==> src/common/vc_cap_pkg.sv <==
/*
 * Constants for the port virtual channel capability registers:
 * offsets, field positions, fixed field values and entry size codes.
 * Assumes 12-bit configuration byte addresses and 32-bit data.
 */
package vc_cap_pkg;

    localparam int ADDR_W = 12;
    localparam int DATA_W = 32;

    // register byte offsets inside the configuration space
    localparam logic [11:0] OFFSET_CAP_FIRST  = 12'h204;
    localparam logic [11:0] OFFSET_CAP_SECOND = 12'h208;

    // first capability word fields
    localparam int EXTRA_COUNT_LSB    = 0;
    localparam int EXTRA_COUNT_W      = 3;
    localparam int LOW_PRI_COUNT_LSB  = 4;
    localparam int LOW_PRI_COUNT_W    = 3;
    localparam int TIME_BASE_LSB      = 8;
    localparam int TIME_BASE_W        = 2;
    localparam int ENTRY_SIZE_LSB     = 10;
    localparam int ENTRY_SIZE_W       = 2;

    // second capability word fields
    localparam int ARB_SCHEMES_LSB    = 0;
    localparam int ARB_SCHEMES_W      = 8;
    localparam int TABLE_OFFSET_LSB   = 24;
    localparam int TABLE_OFFSET_W     = 8;
    localparam int TABLE_OFFSET_UNIT  = 16;

    // fixed field values
    localparam logic [2:0] EXTRA_COUNT_VALUE   = 3'h0;
    localparam logic [2:0] LOW_PRI_COUNT_VALUE = 3'h0;
    localparam logic [1:0] TIME_BASE_VALUE     = 2'h0;
    localparam logic [7:0] ARB_SCHEMES_VALUE   = 8'h00;
    localparam logic [7:0] TABLE_OFFSET_VALUE  = 8'h00;
    localparam logic [31:0] RESET_WORD         = 32'h0000_0000;

    // channel arbitration scheme bit positions
    localparam int ARB_BIT_FIXED_RR = 0;
    localparam int ARB_BIT_WRR32    = 1;
    localparam int ARB_BIT_WRR64    = 2;
    localparam int ARB_BIT_WRR128   = 3;

    // port arbitration table entry size encoding
    typedef enum logic [1:0]
    {
        ENTRY_ONE_BIT   = 2'h0,
        ENTRY_TWO_BIT   = 2'h1,
        ENTRY_FOUR_BIT  = 2'h2,
        ENTRY_EIGHT_BIT = 2'h3
    } entry_size_type;

    localparam entry_size_type ENTRY_SIZE_UPSTREAM   = ENTRY_FOUR_BIT;
    localparam entry_size_type ENTRY_SIZE_DOWNSTREAM = ENTRY_ONE_BIT;

endpackage

==> src/common/cap_word_if.sv <==
/*
 * Carrier between the register front end and the capability word encoder.
 * Assumes the front end owns the port role and the encoder is purely combinational.
 */
`timescale 1ns/1ns
`default_nettype none

interface cap_word_if;
    logic        upstreamPort;
    logic [31:0] firstWord;
    logic [31:0] secondWord;

    modport encoder
    (
        input  upstreamPort,
        output firstWord,
        output secondWord
    );

    modport reader
    (
        output upstreamPort,
        input  firstWord,
        input  secondWord
    );
endinterface

`default_nettype wire

==> src/logic/cap_word_encoder.sv <==
/*
 * Builds the two fixed capability words from the port role.
 * Assumes the role input is stable while words are sampled.
 */
`timescale 1ns/1ns
`default_nettype none

module cap_word_encoder
    import vc_cap_pkg::*;
(
    cap_word_if.encoder words
);

    function automatic logic [1:0] entry_code(input logic upstream);
        entry_code = upstream ? ENTRY_SIZE_UPSTREAM : ENTRY_SIZE_DOWNSTREAM;
    endfunction

    always_comb
    begin
        // reserved bits stay zero
        words.firstWord = RESET_WORD;
        words.firstWord[EXTRA_COUNT_LSB +: EXTRA_COUNT_W]     = EXTRA_COUNT_VALUE;
        words.firstWord[LOW_PRI_COUNT_LSB +: LOW_PRI_COUNT_W] = LOW_PRI_COUNT_VALUE;
        words.firstWord[TIME_BASE_LSB +: TIME_BASE_W]         = TIME_BASE_VALUE;
        words.firstWord[ENTRY_SIZE_LSB +: ENTRY_SIZE_W]       = entry_code(words.upstreamPort);
        words.secondWord = RESET_WORD;
        words.secondWord[ARB_SCHEMES_LSB +: ARB_SCHEMES_W]   = ARB_SCHEMES_VALUE;
        words.secondWord[TABLE_OFFSET_LSB +: TABLE_OFFSET_W] = TABLE_OFFSET_VALUE;
    end

endmodule

`default_nettype wire

==> src/logic/port_vc_capability_regs.sv <==
/*
 * Port virtual channel capability registers on the configuration access port.
 * Assumes single-cycle read and write strobes with a dword byte address,
 * and a port role strap that is steady around reset release.
 */
`timescale 1ns/1ns
`default_nettype none

module port_vc_capability_regs
    import vc_cap_pkg::*;
(
    input  wire logic                      clk,
    input  wire logic                      nrst,
    input  wire logic                      upstreamStrap,
    input  wire logic                      cfgRead,
    input  wire logic                      cfgWrite,
    input  wire logic [vc_cap_pkg::ADDR_W-1:0] cfgAddr,
    input  wire logic [vc_cap_pkg::DATA_W-1:0] cfgWriteData,
    input  wire logic [3:0]                cfgByteEnable,
    output logic [vc_cap_pkg::DATA_W-1:0]  cfgReadData,
    output logic                           cfgDone,
    output logic                           cfgHit,
    output logic                           upstreamRole
);
    import vc_cap_pkg::*;

    typedef enum logic
    {
        ROLE_PENDING,
        ROLE_HELD
    } role_state_type;

    role_state_type roleState;
    role_state_type next_roleState;
    logic           next_upstreamRole;
    logic [31:0]    next_cfgReadData;
    logic           next_cfgDone;
    logic           next_cfgHit;

    cap_word_if words ();

    cap_word_encoder encoder
    (
        .words (words)
    );

    assign words.upstreamPort = upstreamRole;

    function automatic logic [1:0] decode_word(input logic [ADDR_W-1:0] addr);
        // bit 0 hit first word, bit 1 hit second word; low address bits ignored
        decode_word[0] = addr[ADDR_W-1:2] == OFFSET_CAP_FIRST[ADDR_W-1:2];
        decode_word[1] = addr[ADDR_W-1:2] == OFFSET_CAP_SECOND[ADDR_W-1:2];
    endfunction

    logic [1:0] addrHit;
    assign addrHit = decode_word(cfgAddr);

    // role strap caught one edge after reset release, never under the reset itself
    always_comb
    begin
        next_roleState    = roleState;
        next_upstreamRole = upstreamRole;
        unique case (roleState)
            ROLE_PENDING:
            begin
                next_upstreamRole = upstreamStrap;
                next_roleState    = ROLE_HELD;
            end
            ROLE_HELD:
            begin
                next_roleState = ROLE_HELD;
            end
        endcase
    end

    always_ff @(posedge clk or negedge nrst)
    begin
        if (!nrst)
        begin
            roleState    <= ROLE_PENDING;
            upstreamRole <= 1'b0;
        end
        else
        begin
            roleState    <= next_roleState;
            upstreamRole <= next_upstreamRole;
        end
    end

    // access answer: one cycle after the strobe, write data is dropped
    always_comb
    begin
        next_cfgDone     = cfgRead | cfgWrite;
        next_cfgHit      = (cfgRead | cfgWrite) & (|addrHit);
        next_cfgReadData = RESET_WORD;
        if (cfgRead && !cfgWrite)
        begin
            if (addrHit[0])
            begin
                next_cfgReadData = words.firstWord;
            end
            else if (addrHit[1])
            begin
                next_cfgReadData = words.secondWord;
            end
        end
    end

    always_ff @(posedge clk or negedge nrst)
    begin
        if (!nrst)
        begin
            cfgReadData <= RESET_WORD;
            cfgDone     <= 1'b0;
            cfgHit      <= 1'b0;
        end
        else
        begin
            cfgReadData <= next_cfgReadData;
            cfgDone     <= next_cfgDone;
            cfgHit      <= next_cfgHit;
        end
    end

    // helper: which word the previous cycle read, for the checks below
    logic readFirst;
    logic readSecond;
    logic next_readFirst;
    logic next_readSecond;

    always_comb
    begin
        next_readFirst  = cfgRead & !cfgWrite & addrHit[0];
        next_readSecond = cfgRead & !cfgWrite & addrHit[1];
    end

    always_ff @(posedge clk or negedge nrst)
    begin
        if (!nrst)
        begin
            readFirst  <= 1'b0;
            readSecond <= 1'b0;
        end
        else
        begin
            readFirst  <= next_readFirst;
            readSecond <= next_readSecond;
        end
    end
endmodule

`default_nettype wire

==> config.mk <==
export PLATFORM = sky130hd
export DESIGN_NAME = port_vc_capability_regs
export DESIGN_NICKNAME = d
export VERILOG_FILES = /design/src/common/vc_cap_pkg.sv /design/src/common/cap_word_if.sv /design/src/logic/cap_word_encoder.sv /design/src/logic/port_vc_capability_regs.sv
export SDC_FILE = /design/constraint.sdc
export NUM_CORES = 1
export LEC_CHECK = 0
export BUFFER_PORTS_ARGS = -buffer_cell sky130_fd_sc_hd__clkbuf_2
export CAP_MARGIN = 15
export CORE_MARGIN = 8
export CORE_UTILIZATION = 26
export CTS_BUF_LIST = sky130_fd_sc_hd__clkbuf_8
export DETAILED_ROUTE_END_ITERATION = 8
export GPL_TIMING_DRIVEN = 0
export PLACE_DENSITY_LB_ADDON = 0.1
export SLEW_MARGIN = 25
export SYNTH_ARGS = -nofsm -noshare
export SYNTH_HDL_FRONTEND = slang
export SYNTH_SLANG_ARGS = --single-unit
==> constraint.sdc <==
create_clock -name clk -period 0.9 [get_ports clk]
set_input_delay 0.135 -clock clk [delete_from_list [all_inputs] [get_ports clk]]
set_output_delay 0.135 -clock clk [all_outputs]
set_load 0.02 [all_outputs]
==> run summary, run 1 <==
Outcome = complete, but fails checks
Failing checks = setup timing
Clock latency on the worst-skew pair = 220 ps
NumNets Final = 155
Gate power share = 0.332
Vias in the first global route = 344
Sw Share = 0.296
Post-route ant nets = 0
Crit path cell chain = buf_6, or4_4, buf_4, nor4_2
PD cells = 1250 nW/µm²
Library cells used by synthesis = 12
Final Power = 0.953 mW
Root buf cell = clkbuf_8
Yosys top cell area share = 0.510
DRC Markers = 0
Largest net degree at the start of global routing = 6
Int Pwr = 0.671 mW
Worst Hold Class = in2reg
Setup crit end kind = flip-flop
Core Box Area = 1690 µm²
Post-Syn Area per Cell = 9.72 µm²
Setup violators final = 2
Skew final = 0.0870 ps
First-pass GRT wire length = 1.61 mm
Worst hold start = upstreamStrap
Initial Util = 0.270
Slowest cell on crit path = or4_4
Gate count of the mapped netlist = 47
Clock-pin slew of the registers on the worst-case setup and hold paths = 30 ps
DR pass1 iterations = 2
IO Pins = 88
P_leak = 0.477 nW
Clock Power Share = 0.416
Placement Setup Slack = -238 ps
Crit Path Category = in2reg
Initial antenna violation count = 0
#FFs+latches synth = 5
R2R Path Start = upstreamRole$_DFFE_PN0N_
DRT iter0 DRCs = 2
Layout cells sized above 1 = 0.584
CP max FO = 2
Total track usage = 0.0637
Fillcell total = 180
Most frequent cells in the layout = buf_4, conb_1, clkbuf_2
Placed Cells incl. Taps = 112
GP Congestion = 0.671
Pins Over Slew Limit = 0
Total Die Area = 3350 µm²
Syn. warnings = 0
DP HPWL = 978 µm
Ranking of synthesized cells by area = buf_4, dfrtp_1, nor4b_2
Data arrival, critical path = 1030 ps
FMAX = 1110 MHz
Die X = 57.9 µm
Final setup margin = -3.94 ps
Total gr overflow = 0
Worst stage delay on the critical path = 550 ps
WL final = 1.04 mm
Crit path from = cfgAddr[4]
Die Ht = 57.9 µm
Routed wire per std cell = 8.80 µm
VDD IR max = 410 µV
H-Tree Depth = 1
Area Overhead vs Synth = 67.4%
RSZ-0062 raised after global routing = true
Fin. Hold Viols = 0
Fin crit share = 1.00
Register area share after synthesis = 0.274
Reg power frac = 0.253
Critical Path Start Type = primary input
Clock Tree Buf Depth = 2
PortBufs = 18
Rows = 15
N_diodes = 0
# clock sinks = 5
Max-cap violations = 0
Mapped Area = 457 µm²
TritonCTS Buffers = 3
Critical Path RT = 1030 ps
Area leader, netlist = buf_4
Crit path time final = 904 ps
Net switching power = 0.282 mW
CTS tree = done
Post-route insts no fill = 118
DR vias = 359
Vias/cell = 3.04
==> per-layer routing <==
| metal | share of wire | GRT usage |
|---|---|---|
| met5 | 0 | 0 |
| met4 | 0.022 | 0.0629 |
| met3 | 0.16 | 0.0508 |
| met2 | 0.44 | 0.0876 |
| met1 | 0.37 | 0.0569 |
==> worst max-delay path: cells and delay by family <==
family	cells	cell delay [ps]
AND/OR/NAND/NOR	2	660
buffers and inverters	2	240
==> synthesized netlist by cell type (all sizes together) <==
| cell type | n |
|---|---|
| buf | 31 |
| conb | 2 |
| dfrtp | 5 |
| mux2 | 1 |
| nand2 | 1 |
| nor4 | 1 |
| nor4b | 1 |
| or2 | 1 |
| or3b | 1 |
| or4 | 1 |
| or4b | 1 |
| xnor2 | 1 |
==> registers in the layout, indices dropped and copies added (netlist names) <==
| register | flops |
|---|---|
| cfgReadData | 1 |
| cfgHit | 1 |
| upstreamRole | 1 |
| cfgDone | 1 |
| roleState | 1 |
==> kinds of logic after synthesis <==
group | share of synthesized area
other cells | 0.0164
flops | 0.274
simple gates | 0.156
buf+inv | 0.510
mux | 0.0247
xor+xnor | 0.0192
==> per-stage QoR <==
stage / instance area (µm²) / hold WS [ps] / util / setup TNS (ps)
CTS: 736 / 143 / 0.436 / -4.22
global placement: 681 / -39.8 / 0.403 / -424
global route: 764 / 155 / 0.453 / -52.6
floorplan: 569 / -161 / - / -203
finish: 764 / 148 / 0.453 / -5.53
detailed placement: 681 / -39.4 / 0.403 / -446
==> path summary, 6_finish.rpt <==
path	to	slack, ps	cells past startpoint
worst min-delay path	upstreamRole$_DFFE_PN0N_	150	2
worst max-delay path	cfgReadData[11]$_DFF_PN0_	-4	4
worst min register to register	upstreamRole$_DFFE_PN0N_	490	1
max in group asynchronous	cfgDone$_DFF_PN0_	490	2
min in group asynchronous	upstreamRole$_DFFE_PN0N_	270	2
worst max register to register	upstreamRole$_DFFE_PN0N_	130	1
==> cell type report <==
type | count | area [µm²] | share of cell area
buffer | 31 | 233 | 0.304
multi-input combinational | 41 | 220 | 0.288
sequential | 5 | 125 | 0.164
timing repair buffer | 20 | 120 | 0.157
clock buffer | 3 | 41.3 | 0.0540
tap | 17 | 21.3 | 0.0278
clock inverter | 1 | 3.75 | 0.00491
==> what timing repair did <==
item                                   4_1_cts  5_1_grt
pin swaps                                    2        2
hold buffers                                 1        0
resized for setup                            0        5
buffers inserted                             0        1
setup endpoints to repair                    2        2
endpoints found under the hold margin        5        0
==> power groups by stage <==
stage | clock [mW] | combinational (mW) | sequential, mW
2_1_floorplan | 0 | 0.238 | 0.251
3_3_place_gp | 0 | 0.292 | 0.243
3_5_place_dp | 0 | 0.293 | 0.242
4_1_cts | 0.410 | 0.297 | 0.240
5_1_grt | 0.422 | 0.338 | 0.241
6_report | 0.396 | 0.316 | 0.241
Power figures use the tool's default switching activity.
==> run 2: changes to the inputs <==
PLACE_DENSITY = 0.83   (was not set)
PLACE_DENSITY_LB_ADDON = not set   (was 0.1)
==> run 2 against run 1 <==
- the run now ends clean
- global-route usage fell by 0.22 points
- sequential power barely moved
- die area did not move
- non-clock buffer count fell by 1
- critical path depth fell by 1
- final area fell by 2.9%
- routed wire length rose by 8.0%
- core utilization fell by 1.3 points
- highest routed layer is now met3
==> run summary, run 2 (same netlist as run 1, synthesis figures left out) <==
Outcome = completed
PD cells = 1270 nW/µm²
Fin crit share = 0.997
Reg2Reg Depth = 1
Largest net degree at the start of global routing = 6
Setup crit end kind = flip-flop
First-pass GRT wire length = 1.59 mm
CTS tree = done
GP Congestion = 0.852
Worst hold stages = 2
Die Ht = 57.9 µm
Initial antenna violation count = 0
H-Tree Depth = 1
P_leak = 0.463 nW
Reg area = 125 µm²
DP HPWL = 1.07 mm
Critical Path RT = 1020 ps
Crit path time final = 897 ps
Clock latency on the worst-skew pair = 220 ps
Fillcell total = 168
DR pass1 iterations = 2
Total track usage = 0.0614
Clock-pin slew of the registers on the worst-case setup and hold paths = 30 ps
Layout cells sized above 1 = 0.580
Crit Path Category = in2reg
Total gr overflow = 0
Critical Path Start Type = primary input
N_diodes = 0
Design area = 742 µm²
WL final = 1.12 mm
FMAX = 1110 MHz
# clock sinks = 5
Post-route ant nets = 0
TritonCTS Buffers = 3
PortBufs = 18
Worst Hold Class = in2reg
DR vias = 364
Die X = 57.9 µm
Rows = 15
Vias in the first global route = 362
Clock Tree Buf Depth = 2
Vias/cell = 3.11
DP Area = 681 µm²
Pins Over Slew Limit = 0
DRC Markers = 0
Fin. Hold Viols = 0
R2r setup slk = 120 ps
IO Pins = 88
Routed wire per std cell = 9.58 µm
VDD IR max = 410 µV
Skew final = 1.03 ps
CP max FO = 2
RSZ-0062 raised after global routing = true
Total Die Area = 3350 µm²
Most frequent cells in the layout = conb_1, buf_4, clkbuf_2
Initial Util = 0.270
Core Box Area = 1690 µm²
NumNets Final = 154
Setup violators final = 0
Area Overhead vs Synth = 62.5%
Multi-input gate area = 211 µm²
WHS = 152 ps
DRT iter0 DRCs = 3
Most common cell after layout, fill and taps aside = conb_1
Max-cap violations = 0
Root buf cell = clkbuf_8
Data arrival, critical path = 1020 ps
-- run 2: cell count changes in the layout (fill, tap and decap cells not counted) --
cell | before | now
nor4b_4 | 1 | 0
buf_4 | 32 | 31
clkbuf_2 | 16 | 17
nor4b_2 | 0 | 1
buf_6 | 2 | 1
-- run 2: path summary, 6_finish.rpt --
check                                         startpoint                        to
worst max-delay path                         cfgAddr[11]          cfgHit$_DFF_PN0_
worst min-delay path                       upstreamStrap  upstreamRole$_DFFE_PN0N_
worst max register to register  upstreamRole$_DFFE_PN0N_  upstreamRole$_DFFE_PN0N_
worst min register to register       roleState$_DFF_PN0_  upstreamRole$_DFFE_PN0N_
max in group asynchronous                           nrst          cfgHit$_DFF_PN0_
min in group asynchronous                           nrst  upstreamRole$_DFFE_PN0N_
-- run 2: worst max-delay path, stage by stage --
cell and delay, ps:
clkbuf_2 80, or4_4 540, nor4b_2 270
-- run 2: power breakdown --
part / internal (mW) / leakage [nW] / switching (mW)
Clock: 0.291 / 0.0269 / 0.0968
Combinational: 0.139 / 0.375 / 0.172
Sequential: 0.236 / 0.0615 / 0.00559
Total: 0.666 / 0.463 / 0.275
-- run 2: metrics by stage --
| stage | std cells | TNS, ps | power [mW] | setup slack [ps] | util |
|---|---|---|---|---|---|
| 2_1_floorplan | 77 | -203 | 0.489 | -112 | - |
| 3_3_place_gp | 112 | -427 | 0.535 | -224 | 0.403 |
| 3_5_place_dp | 112 | -438 | 0.537 | -228 | 0.403 |
| 4_1_cts | 117 | -11.8 | 0.942 | -7.38 | 0.436 |
| 5_1_grt | 117 | -19.6 | 1.00 | -15.1 | 0.439 |
| 6_report | 117 | 0 | 0.940 | 2.57 | 0.439 |
-- run 2: layer usage --
metal	GRT usage	wire length, µm	up-vias
li1	-	-	191
met3	0.0508	184	0
met5	0	0	-
met2	0.118	611	27
met1	0.0380	325	146
met4	0.0315	0	0
-- run 2: repair_timing --
item                       CTS  global route
cloned                       0             0
setup buffers                0             0
hold buffers                 1             0
setup endpoints to repair    2             2
pin swaps                    0             0
hold endpoints to repair     5             0
gates resized for setup      0             3
-- run 2: area by class of cell --
type / instances / share of cell area
flip-flops and latches: 5 / 0.169
clock inverters: 1 / 0.00506
clock buffers: 3 / 0.0556
repair buffers: 19 / 0.143
well taps: 17 / 0.0287
plain buffers: 31 / 0.314
multi-input cells: 41 / 0.285
